File: config.mk
export PLATFORM = sky130hd
export DESIGN_NAME = pkh_top
export DESIGN_NICKNAME = d
export VERILOG_FILES = /design/src/hw/pkh_pkg.sv /design/src/hw/pkh_strm_if.sv /design/src/hw/pkh_buf2.sv /design/src/hw/pkh_top.sv
export SDC_FILE = /design/constraint.sdc
export NUM_CORES = 1
export LEC_CHECK = 0
export ABC_CLOCK_PERIOD_IN_PS = 3000
export CAP_MARGIN = 20
export CORE_MARGIN = 1
export CORE_UTILIZATION = 42
export DETAILED_ROUTE_END_ITERATION = 12
export DONT_BUFFER_PORTS = 1
export GPL_TIMING_DRIVEN = 0
export HOLD_SLACK_MARGIN = 0.06
export PLACE_DENSITY = 0.63
export SYNTH_ARGS = -nofsm -noshare
export SYNTH_HDL_FRONTEND = slang
export SYNTH_SLANG_ARGS = --single-unit
export TNS_END_PERCENT = 100
File: constraint.sdc
create_clock -name clk -period 3 [get_ports clk]
set_input_delay 0.45 -clock clk [delete_from_list [all_inputs] [get_ports clk]]
set_output_delay 0.45 -clock clk [all_outputs]
set_load 0.03 [all_outputs]
File: src/hw/pkh_pkg.sv
package pkh_pkg;

  // ----------------------------------------------------------------
  // Register map
  // ----------------------------------------------------------------
  localparam int CFG_AW = 5;
  localparam logic [CFG_AW-1:0] A_LINE = 5'h1c;
  localparam logic [CFG_AW-1:0] A_STN = 5'h1d;
  localparam logic [CFG_AW-1:0] A_FRM = 5'h1e;
  localparam logic [CFG_AW-1:0] A_QUE = 5'h1f;

  localparam logic [7:0] RST_LINE = 8'h00;
  localparam logic [7:0] RST_STN = 8'h00;
  localparam logic [7:1] RST_FRM = 7'h24;
  localparam logic [7:0] RST_QUE = 8'h00;
  localparam logic [7:0] RD_NONE = 8'h00;

  localparam int B_MAN = 7;
  localparam int LEN_HI = 6;
  localparam int B_FMT = 7;
  localparam int PRE_HI = 6;
  localparam int PRE_LO = 5;
  localparam int B_WHT = 4;
  localparam int B_CRC = 3;
  localparam int FLT_HI = 2;
  localparam int FLT_LO = 1;
  localparam int B_KEEP = 7;
  localparam int B_RDIR = 6;

  // ----------------------------------------------------------------
  // Framing constants
  // ----------------------------------------------------------------
  localparam logic [7:0] PREAMBLE_BYTE = 8'haa;
  localparam logic [8:0] PN9_SEED = 9'h1ff;
  localparam logic [15:0] CRC_INIT = 16'hffff;
  localparam logic [15:0] CRC_POLY = 16'h1021;
  localparam logic [7:0] ADDR_ZERO = 8'h00;
  localparam logic [7:0] ADDR_ALL = 8'hff;

  typedef enum logic [1:0] {
    F_OFF = 2'b00,
    F_NODE = 2'b01,
    F_ZERO = 2'b10,
    F_BCAST = 2'b11
  } pkh_filt_e;

  typedef enum logic [2:0] {
    T_IDLE = 3'b000,
    T_PRE = 3'b001,
    T_LEN = 3'b010,
    T_ADR = 3'b011,
    T_PAY = 3'b100,
    T_CRC1 = 3'b101,
    T_CRC2 = 3'b110
  } pkh_tx_e;

  typedef enum logic [2:0] {
    R_IDLE = 3'b000,
    R_LEN = 3'b001,
    R_ADR = 3'b010,
    R_PAY = 3'b011,
    R_CRC1 = 3'b100,
    R_CRC2 = 3'b101,
    R_DROP = 3'b110
  } pkh_rx_e;

  // ----------------------------------------------------------------
  // Coding helpers
  // ----------------------------------------------------------------
  function automatic logic [15:0] pkh_crc_byte(logic [15:0] c, logic [7:0] d);
    logic [15:0] r;
    r = c;
    for (int i = 7; i >= 0; i--) begin
      r = (r[15] ^ d[i]) ? ((r << 1) ^ CRC_POLY) : (r << 1);
    end
    return r;
  endfunction : pkh_crc_byte

  function automatic logic [8:0] pkh_pn9_adv(logic [8:0] s);
    logic [8:0] r;
    r = s;
    for (int i = 0; i < 8; i++) begin
      r = {r[0] ^ r[5], r[8:1]};
    end
    return r;
  endfunction : pkh_pn9_adv

  function automatic logic [7:0] pkh_man_enc(logic [3:0] n);
    logic [7:0] r;
    r = 8'h00;
    for (int i = 0; i < 4; i++) begin
      r[2*i+1] = n[i];
      r[2*i] = ~n[i];
    end
    return r;
  endfunction : pkh_man_enc

  function automatic logic [3:0] pkh_man_dec(logic [7:0] b);
    logic [3:0] r;
    r = 4'h0;
    for (int i = 0; i < 4; i++) begin
      r[i] = b[2*i+1];
    end
    return r;
  endfunction : pkh_man_dec

endpackage : pkh_pkg

File: src/hw/pkh_strm_if.sv
`timescale 1ns/1ps
interface pkh_strm_if #(parameter int W = 8);
  logic valid;
  logic ready;
  logic [W-1:0] data;
  modport src (output valid, output data, input ready);
  modport snk (input valid, input data, output ready);
endinterface : pkh_strm_if

File: src/hw/pkh_buf2.sv
`timescale 1ns/1ps
module pkh_buf2 #(
  parameter int W = 8
) (
  // Clock and reset
  input wire logic clk,
  input wire logic reset,
  // Filling and draining sides
  pkh_strm_if.snk up,
  pkh_strm_if.src dn
);

  logic [W-1:0] out_q;
  logic [W-1:0] skid_q;
  logic out_v_q;
  logic skid_v_q;

  wire pop = out_v_q && dn.ready;
  wire push = up.valid && !skid_v_q;
  wire load_out = !out_v_q || pop;

  assign up.ready = !skid_v_q;
  assign dn.valid = out_v_q;
  assign dn.data = out_q;

  // Skid slot only fills while the output slot is stalled
  always_ff @(posedge clk) begin
    if (reset) begin
      out_v_q <= 1'b0;
      skid_v_q <= 1'b0;
    end else if (load_out) begin
      out_v_q <= skid_v_q || push;
      skid_v_q <= 1'b0;
    end else if (push) begin
      skid_v_q <= 1'b1;
    end
  end

  always_ff @(posedge clk) begin
    if (load_out) begin
      out_q <= skid_v_q ? skid_q : up.data;
    end
    if (!load_out && push) begin
      skid_q <= up.data;
    end
  end

endmodule : pkh_buf2

File: src/hw/pkh_top.sv
// What this block does
// - Line coding bit 7 of register 0x1c turns on symbol coding for received bytes and for sent bytes after the preamble.
// - The 7-bit body size is the exact length when fixed, the receive ceiling when variable.
// - An 8-bit station identifier, reset to zero, is the reference for address filtering.
// - Bit 7 of register 0x1e picks fixed (0, reset) or variable (1) frame length.
// - The 2-bit lead-in code sends 1 to 4 preamble bytes, 3 bytes after reset.
// - Bit 4 of register 0x1e turns on scrambling and descrambling, off after reset.
// - Bit 3 of register 0x1e turns on check code generation and checking, on after reset.
// - Station match mode: off, own id only, plus 0x00, plus 0x00 and 0xff; others are dropped.
// - Bit 0 of register 0x1e reads back whether the last received frame passed its check.
// - Unless bit 7 of register 0x1f is set, a failed check clears the FIFO.
// - Bit 6 of register 0x1f sets standby FIFO access: 0 write, 1 read.
`timescale 1ns/1ps
module pkh_top (
  // Clock and reset
  input wire logic clk,
  input wire logic reset,
  // Register port
  input wire logic [pkh_pkg::CFG_AW-1:0] cfg_addr,
  input wire logic cfg_wr,
  input wire logic cfg_rd,
  input wire logic [7:0] cfg_wdata,
  output logic [7:0] cfg_rdata,
  // Transmit request and payload
  input wire logic tx_start,
  input wire logic [6:0] tx_len,
  input wire logic [7:0] tx_addr,
  input wire logic tx_in_valid,
  input wire logic [7:0] tx_in_data,
  output logic tx_in_ready,
  output logic tx_busy,
  // Transmit byte stream
  output logic tx_out_valid,
  output logic [7:0] tx_out_data,
  input wire logic tx_out_ready,
  // Receive byte stream
  input wire logic rx_sof,
  input wire logic rx_valid,
  input wire logic [7:0] rx_data,
  // FIFO side
  output logic fifo_wr,
  output logic [7:0] fifo_wdata,
  output logic fifo_clear,
  output logic fifo_standby_read,
  output logic rx_done
);
  import pkh_pkg::*;

  // ----------------------------------------------------------------
  // Configuration registers
  // ----------------------------------------------------------------
  logic [7:0] line_q;
  logic [7:0] stn_q;
  logic [7:1] frm_q;
  logic [7:0] que_q;
  logic [7:0] rdata_q;
  logic crc_ok_q;
  logic stby_rd_q;

  wire sel_line = cfg_addr == A_LINE;
  wire sel_stn = cfg_addr == A_STN;
  wire sel_frm = cfg_addr == A_FRM;
  wire sel_que = cfg_addr == A_QUE;
  wire line_code = line_q[B_MAN];
  wire [6:0] body_size = line_q[LEN_HI:0];
  wire var_len = frm_q[B_FMT];
  wire [1:0] pre_code = frm_q[PRE_HI:PRE_LO];
  wire scramble = frm_q[B_WHT];
  wire check_on = frm_q[B_CRC];
  wire pkh_filt_e filt = pkh_filt_e'(frm_q[FLT_HI:FLT_LO]);
  wire keep_on_fail = que_q[B_KEEP];
  wire [7:0] rd_mux = sel_line ? line_q : sel_stn ? stn_q :
                      sel_frm ? {frm_q, crc_ok_q} : sel_que ? que_q : RD_NONE;

  always_ff @(posedge clk) begin
    if (reset) begin
      line_q <= RST_LINE;
      stn_q <= RST_STN;
      frm_q <= RST_FRM;
      que_q <= RST_QUE;
    end else if (cfg_wr) begin
      if (sel_line) line_q <= cfg_wdata;
      if (sel_stn) stn_q <= cfg_wdata;
      if (sel_frm) frm_q <= cfg_wdata[7:1];
      if (sel_que) que_q <= cfg_wdata;
    end
  end

  always_ff @(posedge clk) begin
    if (reset) begin
      rdata_q <= RD_NONE;
      stby_rd_q <= 1'b0;
    end else begin
      if (cfg_rd) rdata_q <= rd_mux;
      stby_rd_q <= que_q[B_RDIR];
    end
  end

  // ----------------------------------------------------------------
  // Transmit framer
  // ----------------------------------------------------------------
  pkh_strm_if #(.W(8)) buf_in ();
  pkh_strm_if #(.W(8)) buf_out ();

  pkh_tx_e tx_st_q;
  pkh_tx_e tx_st_d;
  logic [6:0] tx_cnt_q;
  logic [6:0] tx_len_q;
  logic [7:0] tx_adr_q;
  logic [15:0] tx_crc_q;
  logic [8:0] tx_pn_q;
  logic tx_half_q;
  logic [7:0] hold_q;
  logic hold_v_q;
  logic rdy_q;
  logic busy_q;

  wire tx_coded = tx_st_q != T_PRE;
  wire tx_two = line_code && tx_coded;
  wire [7:0] tx_raw = (tx_st_q == T_PRE) ? PREAMBLE_BYTE :
                      (tx_st_q == T_LEN) ? {1'b0, tx_len_q} :
                      (tx_st_q == T_ADR) ? tx_adr_q :
                      (tx_st_q == T_CRC1) ? tx_crc_q[15:8] :
                      (tx_st_q == T_CRC2) ? tx_crc_q[7:0] : hold_q;
  wire [7:0] tx_wht = (scramble && tx_coded) ? (tx_raw ^ tx_pn_q[7:0]) : tx_raw;
  wire [7:0] tx_enc = tx_half_q ? pkh_man_enc(tx_wht[3:0]) : pkh_man_enc(tx_wht[7:4]);
  wire [7:0] tx_byte = tx_two ? tx_enc : tx_wht;
  wire tx_emit = (tx_st_q != T_IDLE) && ((tx_st_q != T_PAY) || hold_v_q);
  wire tx_push = tx_emit && buf_in.ready;
  wire tx_adv = tx_push && (!tx_two || tx_half_q);
  wire [6:0] tx_end = (tx_st_q == T_PRE) ? 7'(pre_code) : 7'(tx_len_q - 7'h01);
  wire tx_last = tx_cnt_q == tx_end;
  wire tx_hdr = (tx_st_q == T_LEN) || (tx_st_q == T_ADR) || (tx_st_q == T_PAY);
  wire hold_take = tx_in_valid && rdy_q;
  wire hold_use = tx_adv && (tx_st_q == T_PAY);
  wire hold_v_d = hold_take || (hold_v_q && !hold_use);
  wire pkh_tx_e t_after_pay = check_on ? T_CRC1 : T_IDLE;
  wire pkh_tx_e t_after_adr = (tx_len_q != 7'h00) ? T_PAY : t_after_pay;
  wire pkh_tx_e t_after_len = (filt != F_OFF) ? T_ADR : t_after_adr;
  wire pkh_tx_e t_after_pre = var_len ? T_LEN : t_after_len;

  assign buf_in.valid = tx_emit;
  assign buf_in.data = tx_byte;
  assign buf_out.ready = tx_out_ready;

  always_comb begin
    tx_st_d = tx_st_q;
    unique case (tx_st_q)
      T_IDLE: if (tx_start) tx_st_d = T_PRE;
      T_PRE: if (tx_adv && tx_last) tx_st_d = t_after_pre;
      T_LEN: if (tx_adv) tx_st_d = t_after_len;
      T_ADR: if (tx_adv) tx_st_d = t_after_adr;
      T_PAY: if (tx_adv && tx_last) tx_st_d = t_after_pay;
      T_CRC1: if (tx_adv) tx_st_d = T_CRC2;
      T_CRC2: if (tx_adv) tx_st_d = T_IDLE;
      default: tx_st_d = T_IDLE;
    endcase
  end

  always_ff @(posedge clk) begin
    if (reset) begin
      tx_st_q <= T_IDLE;
      tx_cnt_q <= 7'h00;
      tx_half_q <= 1'b0;
      hold_v_q <= 1'b0;
      rdy_q <= 1'b0;
      busy_q <= 1'b0;
    end else begin
      tx_st_q <= tx_st_d;
      hold_v_q <= hold_v_d;
      rdy_q <= (tx_st_d == T_PAY) && !hold_v_d;
      busy_q <= tx_st_d != T_IDLE;
      if (tx_push && tx_two) tx_half_q <= !tx_half_q;
      if (tx_st_q == T_IDLE) tx_cnt_q <= 7'h00;
      else if (tx_adv) tx_cnt_q <= (tx_st_q != tx_st_d) ? 7'h00 : 7'(tx_cnt_q + 7'h01);
    end
  end

  always_ff @(posedge clk) begin
    if (tx_st_q == T_IDLE && tx_start) begin
      tx_len_q <= var_len ? tx_len : body_size;
      tx_adr_q <= tx_addr;
      tx_crc_q <= CRC_INIT;
      tx_pn_q <= PN9_SEED;
    end else if (tx_adv) begin
      if (tx_hdr) tx_crc_q <= pkh_crc_byte(tx_crc_q, tx_raw);
      if (tx_coded) tx_pn_q <= pkh_pn9_adv(tx_pn_q);
    end
    if (hold_take) hold_q <= tx_in_data;
  end

  pkh_buf2 #(.W(8)) u_buf (
    .clk(clk),
    .reset(reset),
    .up(buf_in.snk),
    .dn(buf_out.src)
  );

  // ----------------------------------------------------------------
  // Receive deframer
  // ----------------------------------------------------------------
  pkh_rx_e rx_st_q;
  pkh_rx_e rx_st_d;
  logic [6:0] rx_cnt_q;
  logic [6:0] rx_len_q;
  logic [15:0] rx_crc_q;
  logic [8:0] rx_pn_q;
  logic rx_half_q;
  logic [7:0] rx_hi_q;
  logic [7:0] rx_chk_q;
  logic fwr_q;
  logic [7:0] fdat_q;
  logic fclr_q;
  logic done_q;

  wire rx_act = (rx_st_q != R_IDLE) && (rx_st_q != R_DROP);
  wire rx_byte_v = rx_valid && rx_act && (!line_code || rx_half_q);
  wire [7:0] rx_dec = {pkh_man_dec(rx_hi_q), pkh_man_dec(rx_data)};
  wire [7:0] rx_cat = line_code ? rx_dec : rx_data;
  wire [7:0] rx_b = scramble ? (rx_cat ^ rx_pn_q[7:0]) : rx_cat;
  wire adr_ok = (filt == F_OFF) || (rx_b == stn_q) ||
                ((filt != F_NODE) && (rx_b == ADDR_ZERO)) ||
                ((filt == F_BCAST) && (rx_b == ADDR_ALL));
  wire [6:0] len_now = (rx_st_q == R_LEN) ? rx_b[6:0] : rx_len_q;
  wire rx_last = rx_cnt_q == 7'(rx_len_q - 7'h01);
  wire rx_pass = (rx_st_q != R_CRC2) || ({rx_chk_q, rx_b} == rx_crc_q);
  wire rx_fin = rx_byte_v && !rx_sof && (rx_st_d == R_IDLE);
  wire rx_hdr = (rx_st_q == R_LEN) || (rx_st_q == R_ADR) || (rx_st_q == R_PAY);
  wire pkh_rx_e r_after_pay = check_on ? R_CRC1 : R_IDLE;
  wire pkh_rx_e r_after_adr = (len_now != 7'h00) ? R_PAY : r_after_pay;
  wire pkh_rx_e r_after_len = (filt != F_OFF) ? R_ADR : r_after_adr;
  wire pkh_rx_e r_first = var_len ? R_LEN : (filt != F_OFF) ? R_ADR :
                          (body_size != 7'h00) ? R_PAY : r_after_pay;

  always_comb begin
    rx_st_d = rx_st_q;
    if (rx_sof) begin
      rx_st_d = r_first;
    end else if (rx_byte_v) begin
      unique case (rx_st_q)
        R_LEN: rx_st_d = (rx_b[6:0] > body_size) ? R_DROP : r_after_len;
        R_ADR: rx_st_d = adr_ok ? r_after_adr : R_DROP;
        R_PAY: if (rx_last) rx_st_d = r_after_pay;
        R_CRC1: rx_st_d = R_CRC2;
        R_CRC2: rx_st_d = R_IDLE;
        default: rx_st_d = R_IDLE;
      endcase
    end
  end

  always_ff @(posedge clk) begin
    if (reset) begin
      rx_st_q <= R_IDLE;
      rx_half_q <= 1'b0;
      fwr_q <= 1'b0;
      fclr_q <= 1'b0;
      done_q <= 1'b0;
      crc_ok_q <= 1'b0;
    end else begin
      rx_st_q <= rx_st_d;
      if (rx_sof) rx_half_q <= 1'b0;
      else if (rx_valid && rx_act && line_code) rx_half_q <= !rx_half_q;
      fwr_q <= rx_byte_v && !rx_sof && (rx_st_q == R_PAY);
      fclr_q <= rx_fin && !rx_pass && !keep_on_fail;
      done_q <= rx_fin;
      if (rx_fin) crc_ok_q <= rx_pass;
    end
  end

  always_ff @(posedge clk) begin
    if (rx_sof) begin
      rx_len_q <= body_size;
      rx_cnt_q <= 7'h00;
      rx_crc_q <= CRC_INIT;
      rx_pn_q <= PN9_SEED;
    end else if (rx_byte_v) begin
      if (rx_st_q == R_LEN) rx_len_q <= rx_b[6:0];
      if (rx_st_q == R_PAY) rx_cnt_q <= 7'(rx_cnt_q + 7'h01);
      if (rx_hdr) rx_crc_q <= pkh_crc_byte(rx_crc_q, rx_b);
      rx_pn_q <= pkh_pn9_adv(rx_pn_q);
    end
    if (rx_valid && !rx_half_q) rx_hi_q <= rx_data;
    if (rx_byte_v && rx_st_q == R_CRC1) rx_chk_q <= rx_b;
    fdat_q <= rx_b;
  end

  assign cfg_rdata = rdata_q;
  assign tx_in_ready = rdy_q;
  assign tx_busy = busy_q;
  assign tx_out_valid = buf_out.valid;
  assign tx_out_data = buf_out.data;
  assign fifo_wr = fwr_q;
  assign fifo_wdata = fdat_q;
  assign fifo_clear = fclr_q;
  assign fifo_standby_read = stby_rd_q;
  assign rx_done = done_q;

  // ----------------------------------------------------------------
  // Checks
  // ----------------------------------------------------------------
  logic [2:0] pre_seen_q;
  logic [6:0] pay_seen_q;

  always_ff @(posedge clk) begin
    if (reset || (tx_st_q == T_IDLE)) begin
      pre_seen_q <= 3'h0;
      pay_seen_q <= 7'h00;
    end else if (tx_adv) begin
      if (tx_st_q == T_PRE) pre_seen_q <= 3'(pre_seen_q + 3'h1);
      if (tx_st_q == T_PAY) pay_seen_q <= 7'(pay_seen_q + 7'h01);
    end
  end
endmodule : pkh_top

==> impl_metrics.csv, run 1 <==
group,metric,value,unit
synthesis,synth_edf_count,58,
worst_setup_path,required,3.29,ns
cts,htree_levels,4,
timing,slew_viol_final,0,
floorplan,row_count,56,
route,wl,27600,um
place,routabilityCongestion,0.917,
timing,rsz0062_at_grt,"yes",
route,post-route-drc-count,0,
synthesis,syn_area,10200,um^2
route,ant_nets,0,
final_layout,syn2layout_area_growth,13.5,%
final_layout,postLayoutCoreUtil,49.0,%
floorplan,initial_core_util,43.2,%
synthesis,synth-xor-area-share,13.0,%
worst_setup_path,crit_type,"reg2reg",
cts,cts_tree,"built",
timing,setup_violations,0,
cts,clkSinkCount,187,
timing,worst_pin_slew,0.923,ns
global_routing,first_global_vias,7726,
timing,hold_violations,0,
hold_path,hp-class,"in2reg",
synthesis,synth_top_family_by_area,"simple AND/OR/NAND/NOR gates",
synthesis,ys_types,85,
timing,fmax,345,MHz
power_and_ir_drop,leakage,4.18,nW
synthesis,syn-num-nets,1159,
worst_setup_path,cp.arrival,3.18,ns
synthesis,syn_area_per_cell,9.28,um^2
floorplan,dieArea,24900,um^2
global_routing,grt.overflow.total,0,
synthesis,synth-compound-area-share,15.2,%
worst_setup_path,worstSetupStartpointType,"flop",
final_layout,nNetsFinal,1194,
synthesis,synthFlopType,"dfxtp_1",
synthesis,yosys_warnings,0,
place,numPortBuffers,0,
place,post-place-ws,-0.568,ns
synthesis,ys_ff_latch,187,
floorplan,fp.coreArea,23600,um^2
worst_setup_path,cp-end-kind,"flop",
cts,clockBufferDepth,2,
synthesis,synthCells,1099,
worst_setup_path,crit_fanout,4,
synthesis,synth_common_cells,"129 x dfxtp_1, 126 x nand2_1, 93 x nor2_1",
synthesis,synthTopCellsByArea,"dfxtp_1 25%, edfxtp_1 17%, xnor2_1 6.8%",
timing,layout_setup_ws,0.101,ns
synthesis,synth_simple_gate_area_share,18.2,%
route,vias,8254,
synthesis,synth_area_leader_cell,"dfxtp_1",
cts,cts-root-buf,"clkbuf_16",
synthesis,synth_most_common_cell,"dfxtp_1",
cts,cts_buffers,17,
global_routing,grt_max_degree,20,
global_routing,grt_first_pass_wirelength,43100,um
timing,fin_hold_ws,0.103,ns
run,cap_viol_max_count,0,
timing,period_share,96.6,%
synthesis,synth_adder_area_share,1.08,%
route,viasPerCell,5.63,
synthesis,ys_seq_area_share,42.4,%
timing,max_slew_margin,38.3,%
timing,post-route-min-period,2.90,ns
worst_setup_path,r2r_slack,0.10,ns
global_routing,grt_antenna_before_repair,3,
synthesis,synthMuxAreaShare,6.28,%
route,drt_iter0_markers,696,
route,drtPass1Iterations,6,
route,routedWlPerCell,18.8,um
synthesis,synth_top_area_share,25.3,%
floorplan,io_pins,84,
outcome,status,"finished clean",
cts,path_clk_slew,0.08,ns
final_layout,instances_no_fill,1467,
power_and_ir_drop,power,5.77,mW
place,dpl.hpwl,20400,um
global_routing,grt_use_total,22.6,%
cts,clk_latency,0.45,ns
timing,finalClockSkew,0.0187,ns
floorplan,die_w,158,um
power_and_ir_drop,vdd_ir_drop_max,0.000421,V
final_layout,layout-drive-gt1-share,12.4,%
power_and_ir_drop,power_density,499,nW/um^2
synthesis,synthArstFlopShare,0,%
place,dp.cells,1419,
floorplan,fp.dieH,158,um
==> cell type report <==
| cell class | count | area [um^2] |
|---|---|---|
| clock buffers | 18 | 429 |
| repair buffers | 16 | 120 |
| plain buffers | 69 | 337 |
| multi-input cells | 816 | 5710 |
| fillers | 2251 | 12000 |
| flip-flops and latches | 187 | 4330 |
| inverters | 27 | 105 |
| diodes | 1 | 2.50 |
| clock inverters | 14 | 143 |
| well taps | 319 | 399 |
==> report_power, final <==
part | internal [mW] | switching, mW | leakage, nW
Sequential | 2.70 | 0.131 | 1.61
Combinational | 0.297 | 0.418 | 2.29
Clock | 1.12 | 1.11 | 0.286
Total | 4.12 | 1.66 | 4.18
==> through the flow <==
stage	instance area, um^2	TNS, ns
final	11600	0
after detailed placement	10600	-15.49
after CTS	11300	0
after floorplan	10200	0
after global placement	10600	-11.29
after global routing	11600	-0.0463
==> path summary, 6_finish.rpt <==
path,to,cells past startpoint,start
min,tx_adr_q[7]$_DFFE_PP_,0,tx_addr[7]
max,tx_busy$_SDFF_PP0_,11,tx_len_q[0]$_DFFE_PP_
max reg2reg,tx_busy$_SDFF_PP0_,11,tx_len_q[0]$_DFFE_PP_
min reg2reg,que_q[0]$_SDFFE_PP0P_,2,que_q[0]$_SDFFE_PP0P_
==> routing by layer <==
layer  part of all wire (%)  wire length, um  global-route usage (%)
met1                     47            12900                    31.0
met2                     45            12400                    35.2
met3                    6.8             1880                    5.80
met4                    1.4              395                    5.96
met5                  0.047               13                       0
==> what timing repair did <==
action                                  4_1_cts  5_1_grt
gates cloned                                  0        0
buffers inserted                              5        9
pin swaps                                     2        8
endpoints found under the setup margin       49       49
gates resized for setup                      25       45
hold buffers                                  0        0
==> critical path, cell delays in order (launching register included) <==
cell and delay (ns):
edfxtp_1 0.43, inv_2 0.10, ha_4 0.14, or4b_4 0.49, o21ai_2 0.15, a41oi_1 0.14
or3_4 0.36, a311oi_4 0.32, buf_4 0.18, and2_4 0.15, o31ai_4 0.07, o21bai_2 0.23
==> sequential cells by signal, indices dropped and copies added (netlist names), 8 cells and up <==
register,count
rx_crc_q,16
stn_q,8
cfg_rdata,8
hold_q,8
u_buf.dn.data,8
line_q,8
que_q,8
tx_pn_q,9
rx_pn_q,9
tx_adr_q,8
fifo_wdata,8
u_buf.skid_q,8
rx_chk_q,8
tx_crc_q,16
==> placed cells by master, fill, tap and decap left out, types with 6 or more instances in the layout <==
cell type	count
a211o_1	15
a21oi_1	68
a221oi_1	9
a22oi_1	12
and3_1	6
buf_1	7
buf_2	7
buf_4	19
clkbuf_1	40
clkbuf_16	17
clkbuf_2	6
dfxtp_1	128
edfxtp_1	58
ha_1	6
inv_1	24
mux2_2	13
mux2i_1	42
nand2_1	125
nand2b_1	11
nand3_1	23
nand4_1	11
nor2_1	93
nor2b_1	13
nor3_1	25
nor4_1	14
o211ai_1	18
o21ai_0	44
o221ai_1	6
or2_2	8
or3_1	9
xnor2_1	76
xor2_1	37
==> cell families (layout without fill, tap and decap cells) <==
group / count (synthesis) / after routing
buffers and inverters: 96 / 144
and+or+nand+nor: 381 / 381
muxes: 62 / 62
xor gates and xnor gates: 131 / 131
DFF: 187 / 187
other: 0 / 1
adders and majority gates: 9 / 9
AOI/OAI and AO/OA: 233 / 233
No activity file was read; power rests on OpenSTA's default activity.
==> inputs of run 2 (changes only) <==
- CTS_BUF_LIST: default -> sky130_fd_sc_hd__clkbuf_8
- SETUP_SLACK_MARGIN: default -> 0.3
==> run 2 against run 1 <==
Net effect: sequential share of layout area down 2.6 points; combinational power is 22% higher; final area grew 7.6%; first-iteration DRC count up 2.2%; sequential power is essentially flat; flip-flop and latch count is the same; routed wire length increased by 6.0%; global-route usage rose by 0.78 points; non-clock buffer count up 69; register-to-register slack about the same; maximum frequency decreased by 0.38%.
==> impl_metrics.csv, run 2 (same netlist as run 1, synthesis figures left out) <==
group,metric,value,unit
outcome,status,"finished clean",
floorplan,fp.dieH,158,um
place,dp.cells,1419,
final_layout,final_cell_mix,"126 x dfxtp_1, 121 x nand2_1, 92 x nor2_1",
route,wl,29300,um
global_routing,grt.overflow.total,0,
final_layout,instances_no_fill,1536,
worst_setup_path,crit_chain,"buf_12, buf_4, buf_12, mux2i_4, xnor2_4, inv_2, ha_4, o211ai_1, or4_4, o221ai_4, or4_4, o21a_1, and4bb_2",
final_layout,final_common_cell,"dfxtp_1",
place,routabilityCongestion,0.916,
place,dpl.hpwl,20300,um
cts,cts_tree,"built",
final_layout,nNetsFinal,1263,
final_layout,seqCellArea,4330,um^2
floorplan,dieArea,24900,um^2
timing,rsz0062_at_grt,"yes",
floorplan,die_w,158,um
global_routing,grt_first_pass_wirelength,44300,um
final_layout,multi_input_area,6060,um^2
worst_setup_path,crit_fanout,4,
floorplan,io_pins,84,
floorplan,initial_core_util,43.2,%
timing,fin_hold_ws,0.0789,ns
timing,period_share,97.0,%
cts,cts-root-buf,"clkbuf_8",
place,numPortBuffers,0,
timing,finalClockSkew,0.0276,ns
global_routing,first_global_vias,8011,
run,cap_viol_max_count,0,
route,vias,8668,
timing,post-route-min-period,2.91,ns
cts,clk_latency,0.50,ns
worst_setup_path,r2r_slack,0.09,ns
worst_setup_path,crit_type,"reg2reg",
timing,slew_viol_final,0,
power_and_ir_drop,power,5.39,mW
power_and_ir_drop,power_density,433,nW/um^2
cts,htree_levels,4,
power_and_ir_drop,leakage,4.53,nW
route,drtPass1Iterations,8,
timing,worst_pin_slew,0.696,ns
route,viasPerCell,5.64,
worst_setup_path,cp.arrival,3.33,ns
floorplan,fp.coreArea,23600,um^2
global_routing,grt_use_total,23.4,%
cts,clkSinkCount,187,
worst_setup_path,cp-end-kind,"flop",
route,drt_iter0_markers,711,
cts,clockBufferDepth,2,
worst_setup_path,worstSetupStartpointType,"flop",
route,ant_nets,0,
floorplan,row_count,56,
route,post-route-drc-count,0,
route,routedWlPerCell,19.1,um
worst_setup_path,required,3.42,ns
final_layout,reg.largest.list,"rx_crc_q x16, tx_crc_q x16",
hold_path,hp-class,"in2reg",
timing,fmax,344,MHz
final_layout,fillers,2110,
worst_setup_path,critPathSlowestCell,"or4_4",
worst_setup_path,slowest_delay,0.56,ns
final_layout,layout-drive-gt1-share,19.4,%
global_routing,grt_antenna_before_repair,2,
power_and_ir_drop,vdd_ir_drop_max,0.000266,V
timing,max_slew_margin,53.6,%
global_routing,grt_max_degree,20,
final_layout,syn2layout_area_growth,22.1,%
timing,hold_violations,0,
timing,setup_violations,0,
cts,path_clk_slew,0.11,ns
cts,cts_buffers,17,
==> run 2: cell types whose count changed in the layout (fill, tap and decap cells not counted), sizes merged <==
cell | previous run | this run
buf | 37 | 86
dlygate4sd3 | 0 | 24
clkbuf | 66 | 61
clkinv | 2 | 6
inv | 38 | 34
clkinvlp | 1 | 2
==> run 2: layer usage <==
layer	up-vias	GRT usage, %	share of wire [%]
li1	4142	-	-
met1	4145	31.6	44
met2	319	37.3	47
met3	60	4.87	7.0
met4	2	7.63	1.9
met5	-	0	0.038
==> run 2: through the flow <==
step / setup TNS (ns) / cell area (um^2) / setup slack, ns / utilization (%)
after floorplan: 0 / 10200 / 0.318 / -
after global placement: -11.73 / 10600 / -0.439 / 44.9
after detailed placement: -14.23 / 10600 / -0.520 / 44.9
after CTS: 0 / 11900 / 0.169 / 50.4
after global routing: 0 / 12400 / 0.0121 / 52.7
final: 0 / 12400 / 0.0896 / 52.7
==> run 2: final cells by class <==
| cell class | count | area share (%) |
|---|---|---|
| clock buffer | 17 | 1.88 |
| clock inverter | 15 | 1.24 |
| tap | 319 | 3.21 |
| buffer | 69 | 3.20 |
| timing repair buffer | 85 | 6.12 |
| multi-input combinational | 816 | 48.7 |
| antenna | 1 | 0.0201 |
| sequential | 187 | 34.8 |
| inverter | 27 | 0.844 |
==> run 2: worst paths after layout <==
path,from,endpoint,cells past startpoint
max,line_q[7]$_SDFFE_PP0P_,rx_done$_SDFF_PP0_,13
max reg2reg,line_q[7]$_SDFFE_PP0P_,rx_done$_SDFF_PP0_,13
min,cfg_wdata[2],stn_q[2]$_SDFFE_PP0P_,2
min reg2reg,que_q[0]$_SDFFE_PP0P_,que_q[0]$_SDFFE_PP0P_,2
==> run 2: power by group <==
part	switching [mW]	internal (mW)	leakage (nW)
clock	1.06	0.620	0.198
sequential	0.132	2.70	1.61
combinational	0.474	0.400	2.72
==> run 2: timing repair <==
item                       4_1_cts  5_1_grt
setup endpoints to repair       89       61
hold endpoints to repair        28        0
resized for setup               88       76
hold buffers                    24        0
pin swaps                       17       26
setup buffers                   29       30
==> run 2: worst max-delay path, delay by kind of cell, from the launching register on <==
kind	cells	cell delay [ns]
and+or+nand+nor	3	1.02
buffers and inverters	4	0.40
DFF	1	0.37
AOI/OAI and AO/OA	3	0.33
muxes	1	0.29
adders and majority gates	1	0.27
xor gates and xnor gates	1	0.16
